**config.mk**
```make
export PLATFORM = sky130hd
export DESIGN_NAME = vofr_top
export DESIGN_NICKNAME = d
export VERILOG_FILES = /design/src/design/vofr_pkg.sv /design/src/design/vofr_l11_if.sv /design/src/design/vofr_linear11.sv /design/src/design/vofr_top.sv
export VERILOG_INCLUDE_DIRS = /design/src /design/src/design
export SDC_FILE = /design/constraint.sdc
export NUM_CORES = 1
export LEC_CHECK = 0
export BUFFER_PORTS_ARGS = -buffer_cell sky130_fd_sc_hd__buf_2
export CAP_MARGIN = 20
export CORE_MARGIN = 2
export CORE_UTILIZATION = 45
export CTS_BUF_LIST = sky130_fd_sc_hd__clkbuf_4
export DETAILED_ROUTE_END_ITERATION = 10
export SKIP_LAST_GASP = 1
export SLEW_MARGIN = 20
export SYNTH_ARGS = -nofsm -noshare
export SYNTH_HDL_FRONTEND = slang
export SYNTH_HIERARCHICAL = 1
export SYNTH_SLANG_ARGS = --single-unit
```
**constraint.sdc**
```tcl
create_clock -name clock -period 12.8 [get_ports clock]
set_input_delay 1.28 -clock clock [delete_from_list [all_inputs] [get_ports clock]]
set_output_delay 1.28 -clock clock [all_outputs]
set_load 0.01 [all_outputs]
```
**src/design/vofr_regs.svh**
```systemverilog
// vofr_regs.svh: offsets, field positions, reset values and timing counts
// of the input overvoltage fault response block; included by its bare name.
// Overview of operation
// - fault threshold is two-byte Linear-11, mantissa times two to the exponent, volts
// - threshold resets to the 14 V code and accepts settings 0 to 19 V
// - threshold and response are single global values, read/write, write protectable
// - response setting resets to output disable with no retry
// - fault pulls alert low and sets a fault bit kept until clear faults
// - response code 10 disables output then retries per retry field; 00, 01 unused
// - response code 11 keeps output off until input falls below warning limit
// - retry field 000 means no restart until fault cleared; 001 to 110 unused
// - retry field 111 retries until commanded off, bias lost or another fault
// - each continuous retry starts only after input falls below warning limit
// - attempt starts spaced by (delay field plus one) times 35 ms
// - warning limit is a separate global Linear-11 value reset to 13.5 V
`ifndef VOFR_REGS_SVH
`define VOFR_REGS_SVH

`define VOFR_CMD_CLEAR_FAULTS 8'h03
`define VOFR_CMD_FAULT_LIMIT 8'h55
`define VOFR_CMD_FAULT_ACTION 8'h56
`define VOFR_CMD_WARN_LIMIT 8'h57
`define VOFR_CMD_STATUS_INPUT 8'h7c

`define VOFR_FAULT_LIMIT_RESET 16'hd380
`define VOFR_FAULT_ACTION_RESET 8'h80
`define VOFR_WARN_LIMIT_RESET 16'hd360

`define VOFR_ACT_RESP_HI 7
`define VOFR_ACT_RESP_LO 6
`define VOFR_ACT_RETRY_HI 5
`define VOFR_ACT_RETRY_LO 3
`define VOFR_ACT_DELAY_HI 2
`define VOFR_ACT_DELAY_LO 0
`define VOFR_RESP_HOLD_OFF 2'h3
`define VOFR_RETRY_CONTINUOUS 3'h7

`define VOFR_STATUS_FAULT_BIT 7
`define VOFR_STATUS_WARN_BIT 6

`define VOFR_FIX_FRAC 16
`define VOFR_FIX_WIDTH 42
`define VOFR_RANGE_MAX_FIX 42'h00000130000

`define VOFR_CLK_PERIOD_NS 10
`define VOFR_RETRY_UNIT_MS 35
`define VOFR_RETRY_UNIT_CYC ((`VOFR_RETRY_UNIT_MS * 1000000) / `VOFR_CLK_PERIOD_NS)

`endif

```
**src/design/vofr_pkg.sv**
```systemverilog
// vofr_pkg.sv: types of the input overvoltage fault response block.
// assumes vofr_regs.svh is on the include path.
package vofr_pkg;
	typedef enum logic [4:0]
	{
		ST_OFF = 5'h01,
		ST_RUN = 5'h02,
		ST_LATCH = 5'h04,
		ST_HYST = 5'h08,
		ST_RETRY = 5'h10
	} vofr_mode_t;

	typedef struct packed
	{
		logic [15:0] faultLimit;
		logic [15:0] warnLimit;
		logic [7:0] action;
		logic [15:0] vin;
		logic vinSeen;
		vofr_mode_t mode;
		logic faultBit;
		logic warnBit;
		logic [31:0] timer;
		logic outEn;
		logic respValid;
		logic respError;
		logic [15:0] respData;
	} vofr_state_t;
endpackage

```
**src/design/vofr_l11_if.sv**
```systemverilog
// vofr_l11_if.sv: carries a Linear-11 code and its fixed-point value.
// assumes a converter on the conv side and a reader on the user side.
`timescale 1ns/1ps
`include "vofr_regs.svh"
interface vofr_l11_if;
	logic [15:0] code;
	logic signed [`VOFR_FIX_WIDTH-1:0] value;
	modport conv (input code, output value);
	modport user (output code, input value);
endinterface

```
**src/design/vofr_linear11.sv**
```systemverilog
// vofr_linear11.sv: Linear-11 to signed fixed point with 16 fraction bits.
// assumes a purely combinational use.
`timescale 1ns/1ps
`include "vofr_regs.svh"
module vofr_linear11
(
	vofr_l11_if.conv port
);
	logic signed [4:0] expo;
	logic signed [10:0] mant;
	logic [4:0] shift;
	logic signed [`VOFR_FIX_WIDTH-1:0] wide;

	always_comb
	begin
		expo = port.code[15:11];
		mant = port.code[10:0];
		// exponent -16..15 maps to shift 0..31
		shift = 5'(expo + 5'sd16);
		wide = `VOFR_FIX_WIDTH'(mant);
		// value = mantissa * 2^exponent
		port.value = wide <<< shift;
	end
endmodule

```
**src/design/vofr_top.sv**
```systemverilog
// vofr_top.sv: input overvoltage fault limit, response and retry logic.
// assumes a command port decoded from the host bus and synchronous inputs.
`timescale 1ns/1ps
`include "vofr_regs.svh"
module vofr_top
#(
	parameter int unsigned RETRY_UNIT_CYCLES = `VOFR_RETRY_UNIT_CYC
)
(
	input wire logic clock,
	input wire logic reset_n,
	input wire logic clockEnable,
	input wire logic cmdValid,
	input wire logic cmdWrite,
	input wire logic [7:0] cmdCode,
	input wire logic [15:0] cmdWriteData,
	input wire logic writeProtect,
	output logic respValid,
	output logic respError,
	output logic [15:0] respData,
	input wire logic vinValid,
	input wire logic [15:0] vinSample,
	input wire logic outputCommanded,
	input wire logic biasGood,
	input wire logic otherFault,
	output logic outputEnable,
	output logic alertOutputLow,
	output vofr_pkg::vofr_mode_t responseMode
);
	import vofr_pkg::*;

	localparam int NCONV = 4;
	localparam int CV_VIN = 0;
	localparam int CV_FAULT = 1;
	localparam int CV_WARN = 2;
	localparam int CV_WDATA = 3;

	vofr_state_t state;
	vofr_state_t next_state;

	vofr_l11_if conv [NCONV] ();
	logic [15:0] convCode [NCONV];
	logic signed [`VOFR_FIX_WIDTH-1:0] convValue [NCONV];

	logic overFault;
	logic aboveWarn;
	logic belowWarn;
	logic stopReq;
	logic clearCmd;
	logic writeCmd;
	logic readCmd;
	logic dataInRange;
	logic [1:0] respCode;
	logic [2:0] retryCode;
	logic [31:0] delayCycles;

	assign convCode[CV_VIN] = state.vin;
	assign convCode[CV_FAULT] = state.faultLimit;
	assign convCode[CV_WARN] = state.warnLimit;
	assign convCode[CV_WDATA] = cmdWriteData;

	// one converter per Linear-11 quantity
	genvar gi;
	generate
		for (gi = 0; gi < NCONV; gi++)
		begin : gen_conv
			assign conv[gi].code = convCode[gi];
			assign convValue[gi] = conv[gi].value;
			vofr_linear11 u_conv
			(
				.port(conv[gi])
			);
		end
	endgenerate

	always_comb
	begin
		// fault when measured input exceeds the threshold
		overFault = state.vinSeen && (convValue[CV_VIN] > convValue[CV_FAULT]);
		aboveWarn = state.vinSeen && (convValue[CV_VIN] > convValue[CV_WARN]);
		// recovery level is the separate warning limit
		belowWarn = state.vinSeen && (convValue[CV_VIN] < convValue[CV_WARN]);
		// stop conditions for all restart attempts
		stopReq = !outputCommanded || !biasGood || otherFault;
		clearCmd = cmdValid && cmdWrite && (cmdCode == `VOFR_CMD_CLEAR_FAULTS);
		writeCmd = cmdValid && cmdWrite;
		readCmd = cmdValid && !cmdWrite;
		// settings accepted from 0 to 19 V
		dataInRange = (convValue[CV_WDATA] >= 0) &&
			(convValue[CV_WDATA] <= $signed(`VOFR_RANGE_MAX_FIX));
		respCode = state.action[`VOFR_ACT_RESP_HI:`VOFR_ACT_RESP_LO];
		retryCode = state.action[`VOFR_ACT_RETRY_HI:`VOFR_ACT_RETRY_LO];
		// spacing of attempt starts, (field + 1) units
		delayCycles = (32'(state.action[`VOFR_ACT_DELAY_HI:`VOFR_ACT_DELAY_LO]) + 32'h1) *
			RETRY_UNIT_CYCLES;
	end

	always_comb
	begin
		next_state = state;
		next_state.respValid = 1'b0;
		next_state.respError = 1'b0;

		// sample capture
		if (vinValid)
		begin
			next_state.vin = vinSample;
			next_state.vinSeen = 1'b1;
		end

		// command port: global, protectable settings
		if (writeCmd)
		begin
			next_state.respValid = 1'b1;
			case (cmdCode)
				`VOFR_CMD_FAULT_LIMIT:
				begin
					if (writeProtect || !dataInRange)
					begin
						next_state.respError = 1'b1;
					end
					else
					begin
						next_state.faultLimit = cmdWriteData;
					end
				end
				`VOFR_CMD_FAULT_ACTION:
				begin
					if (writeProtect)
					begin
						next_state.respError = 1'b1;
					end
					else
					begin
						next_state.action = cmdWriteData[7:0];
					end
				end
				`VOFR_CMD_WARN_LIMIT:
				begin
					if (writeProtect || !dataInRange)
					begin
						next_state.respError = 1'b1;
					end
					else
					begin
						next_state.warnLimit = cmdWriteData;
					end
				end
				`VOFR_CMD_CLEAR_FAULTS:
				begin
					// fault bits cleared only here
					next_state.faultBit = 1'b0;
					next_state.warnBit = 1'b0;
				end
				default:
				begin
					next_state.respError = 1'b1;
				end
			endcase
		end

		if (readCmd)
		begin
			next_state.respValid = 1'b1;
			next_state.respData = 16'h0000;
			case (cmdCode)
				`VOFR_CMD_FAULT_LIMIT:
				begin
					next_state.respData = state.faultLimit;
				end
				`VOFR_CMD_FAULT_ACTION:
				begin
					next_state.respData = {8'h00, state.action};
				end
				`VOFR_CMD_WARN_LIMIT:
				begin
					next_state.respData = state.warnLimit;
				end
				`VOFR_CMD_STATUS_INPUT:
				begin
					next_state.respData[`VOFR_STATUS_FAULT_BIT] = state.faultBit;
					next_state.respData[`VOFR_STATUS_WARN_BIT] = state.warnBit;
				end
				default:
				begin
					next_state.respError = 1'b1;
				end
			endcase
		end

		// sticky flags; a new event wins over clear faults
		if (overFault)
		begin
			next_state.faultBit = 1'b1;
		end
		if (aboveWarn)
		begin
			next_state.warnBit = 1'b1;
		end

		// attempt spacing timer runs in every state
		if (state.timer != 32'h0)
		begin
			next_state.timer = state.timer - 32'h1;
		end

		case (state.mode)
			ST_OFF:
			begin
				next_state.outEn = 1'b0;
				if (!stopReq)
				begin
					next_state.mode = ST_RUN;
					// no enable pulse into a standing fault
					next_state.outEn = !overFault;
				end
			end
			ST_RUN:
			begin
				if (overFault)
				begin
					// output disabled on every response
					next_state.outEn = 1'b0;
					if (respCode == `VOFR_RESP_HOLD_OFF)
					begin
						next_state.mode = ST_HYST;
					end
					else if (retryCode == `VOFR_RETRY_CONTINUOUS)
					begin
						// unused codes 00, 01 behave as 10
						next_state.mode = ST_RETRY;
						if (state.timer == 32'h0)
						begin
							next_state.timer = delayCycles;
						end
					end
					else
					begin
						next_state.mode = ST_LATCH;
					end
				end
			end
			ST_LATCH:
			begin
				// no restart until the fault is cleared
				next_state.outEn = 1'b0;
				if (clearCmd)
				begin
					next_state.mode = ST_OFF;
				end
			end
			ST_HYST:
			begin
				next_state.outEn = 1'b0;
				// resume once input is below the warning limit
				if (belowWarn)
				begin
					next_state.mode = ST_RUN;
					next_state.outEn = 1'b1;
				end
			end
			ST_RETRY:
			begin
				next_state.outEn = 1'b0;
				// start only below warning and after the delay
				if (belowWarn && (state.timer == 32'h0))
				begin
					next_state.mode = ST_RUN;
					next_state.outEn = 1'b1;
					next_state.timer = delayCycles;
				end
			end
			default:
			begin
				next_state.mode = ST_OFF;
				next_state.outEn = 1'b0;
			end
		endcase

		// commanded off, bias loss or another fault ends retries
		if (stopReq && (state.mode != ST_LATCH))
		begin
			next_state.mode = ST_OFF;
			next_state.outEn = 1'b0;
		end
	end

	always_ff @(posedge clock)
	begin
		if (!reset_n)
		begin
			state.faultLimit <= `VOFR_FAULT_LIMIT_RESET;
			state.warnLimit <= `VOFR_WARN_LIMIT_RESET;
			state.action <= `VOFR_FAULT_ACTION_RESET;
			state.vin <= 16'h0000;
			state.vinSeen <= 1'b0;
			state.mode <= ST_OFF;
			state.faultBit <= 1'b0;
			state.warnBit <= 1'b0;
			state.timer <= 32'h0;
			state.outEn <= 1'b0;
			state.respValid <= 1'b0;
			state.respError <= 1'b0;
			state.respData <= 16'h0000;
		end
		else if (clockEnable)
		begin
			state <= next_state;
		end
	end

	assign respValid = state.respValid;
	assign respError = state.respError;
	assign respData = state.respData;
	assign outputEnable = state.outEn;
	// alert pulled low while the fault bit stands
	assign alertOutputLow = !state.faultBit;
	assign responseMode = state.mode;
endmodule

```
==> flow_metrics.tcl <==
set metrics [dict create \
    clock_latency_ps 570 \
    cp-end-kind "flip-flop" \
    cts_buffers 17 \
    hpwl_mm 32.2 \
    run_status "finished clean" \
    grt_pass1_vias 11757 \
    drc 0 \
    die_x_um 177 \
    dr.pass1.iters 9 \
    area_growth_pct 4.49 \
    synth_nets 1903 \
    clk_pin_slew_ps 120 \
    syn_area_per_cell_um2 7.79 \
    post_cts_buffers 0 \
    layout-drive-gt1-share 0.113 \
    yosysMostFrequentCell "nand2_1" \
    vias 12831 \
    worst_ir_drop_vdd_mv 0.0654 \
    crit_fanout 18 \
    placed_area_um2 13800 \
    portBuffers 74 \
    max_freq_ghz 0.189 \
    h-tree-depth 4 \
    max_cap_viol_count 0 \
    start_util 0.456 \
    reg2reg_slack_ps 7500 \
    crit_path_end "responseMode[1]" \
    cts_resized 0 \
    die_h_um 177 \
    synth-edff-count 0 \
    yosys_warnings 6 \
    num-nets-final 1887 \
    setup_viol 0 \
    synth_ff_type "dfxtp_1" \
    drt_first_iter_violations 1176 \
    worst_slew_pin_slew_ps 1060 \
    holdBufCountCts 0 \
    ys_seq_area_frac 0.171 \
    hold_viol 0 \
    io_pins 75 \
    synth-seq-cells 115 \
    setup_ws_ps 7500 \
    fin_crit_sh 0.414 \
    track_usage 0.264 \
    grt_max_degree 78 \
    final_max_slew_viol_count 0 \
    cts_tree "built" \
    yosys.area.top_type_share 0.171 \
    r2r_cells 14 \
    routedWlPerCell_um 19.6 \
    dieArea_um2 31400 \
    gp_congestion 0.960 \
    skew_ps 23.9 \
    whs_path_depth 2 \
    synth_area_leaders "dfxtp_1 (17%), ha_1 (11%), mux2i_1 (9.0%)" \
    synth_area_um2 13500 \
    synthCells 1731 \
    regToRegEndpoint "responseMode[1]" \
    antenna_found_initial 1 \
    clockRootBuffer "clkbuf_4" \
    crit_arrival_ps 5770 \
    place_ws_ps 7560 \
    postLayoutCellArea_um2 14100 \
    design.core.area_um2 29600 \
    dpl.cell_count 2086 \
    critPathLaunch "conv[0].code[11]" \
    grt_pass1_wl_mm 65.1 \
    worstHoldPathType "reg2reg" \
    cts_buffer_depth 2 \
    row_count 63 \
    ys_types 84 \
    critPathLaunchType "flip-flop" \
    rsz0062_at_grt "no" \
    stdcell_count 2119 \
    final.setup.tns_ps 0 \
    yosys-top-cells-count "nand2_1 (186), nor2_1 (172), inv_1 (130)" \
    wl_mm 41.5 \
    clock_sinks 115 \
    overflow 0 \
    worstReg2RegStart "conv[0].code[11]" \
    synth-async-reset-ratio 0 \
    total_power_mw 1.25 \
    power.density_nw_per_um2 88.5 \
    power_leakage_nw 6.11 \
    yosysTopAreaCell "dfxtp_1" \
    critPathKind "reg2reg" \
    min_period_ps 5300 \
    avgViaCountPerCell 6.06 \
    required_ps 13270 \
    detail-route-antenna-nets 0 \
    slew_headroom 0.290 \
]
[critical path: stages, from the launching register on]
cell and delay (ps):
dfxtp_1 910, mux4_2 630, mux2i_1 390, mux2i_1 170, o21a_1 250, ha_1 330
and4_1 220, nor4bb_1 340, a221oi_1 170, o22ai_1 360, nor4_1 90, and3b_2 300
nor3_1 60, or4_1 640, mux2_4 350
[through the flow]
stage | util | hold WS, ps
after floorplan | - | 432
after global placement | 0.466 | 440
after detailed placement | 0.466 | 445
after CTS | 0.476 | 461
after global routing | 0.477 | 485
final | 0.477 | 456
[how the worst min path moves through the flow]
stage | end | slack [ps] | start
floorplan | respData[10] | 430 | respData[10]
global route | respData[15] | 480 | respData[15]
CTS | respData[15] | 460 | respData[15]
detailed placement | respData[15] | 440 | respData[15]
finish | respData[14] | 460 | respData[14]
global placement | respData[15] | 440 | respData[15]
[cells in the final DEF (no fill, tap or decap), drive strengths merged, types with 17 or more instances in the layout]
| master | synthesis | routed |
|---|---|---|
| nand2 | 186 | 186 |
| nor2 | 172 | 172 |
| inv | 130 | 138 |
| mux2i | 121 | 121 |
| ha | 115 | 115 |
| dfxtp | 115 | 115 |
| a21oi | 111 | 111 |
| buf | 57 | 88 |
| o21ai | 56 | 56 |
| nand3 | 48 | 48 |
| nor3 | 47 | 47 |
| mux2 | 36 | 36 |
| a211oi | 33 | 33 |
| mux4 | 32 | 32 |
| o21a | 26 | 26 |
| and2 | 24 | 24 |
| nand4 | 24 | 24 |
| nor4 | 23 | 23 |
| a21o | 21 | 21 |
| o22ai | 21 | 21 |
| o211ai | 18 | 18 |
| clkbuf | 66 | 17 |
[sequential cells by signal (all words and copies together), names as in the netlist]
signal,flops
conv.code,48
outputEnable,1
respCode,2
respData,16
respError,1
respValid,1
responseMode,5
retryCode,3
state,38
[cell type report]
type	instances	area, um^2
well taps	390	488
inverters	130	488
clock buffers	17	128
fillers	3006	15500
diodes	1	2.50
multi-input cells	1363	10000
clock inverters	15	173
repair buffers	88	475
flip-flops and latches	115	2300
[logic make-up after synthesis]
logic type | after synthesis | synth area share
AND/OR/NAND/NOR | 615 | 0.223
AO/OA/AOI/OAI | 408 | 0.205
buffers and inverters | 253 | 0.0852
multiplexers | 189 | 0.180
adder cells (fa/ha/maj) | 122 | 0.117
flip-flops | 115 | 0.171
XOR/XNOR | 29 | 0.0188
[where the power goes]
part           total [mW]  switching [mW]  internal, mW  leakage (nW)
clock               0.289           0.167         0.122         0.165
combinational       0.503           0.297         0.206          5.01
sequential          0.454          0.0531         0.401         0.933
total                1.25           0.517         0.729          6.11
[routing by layer]
metal,vias up,GRT usage,wire length (um),share of wire
li1,6279,-,-,-
met1,6045,0.372,19300,0.47
met2,438,0.412,18700,0.45
met3,69,0.0365,2370,0.057
met4,0,0.0864,1140,0.027
met5,-,0,0,0
Power figures use the tool's default switching activity.
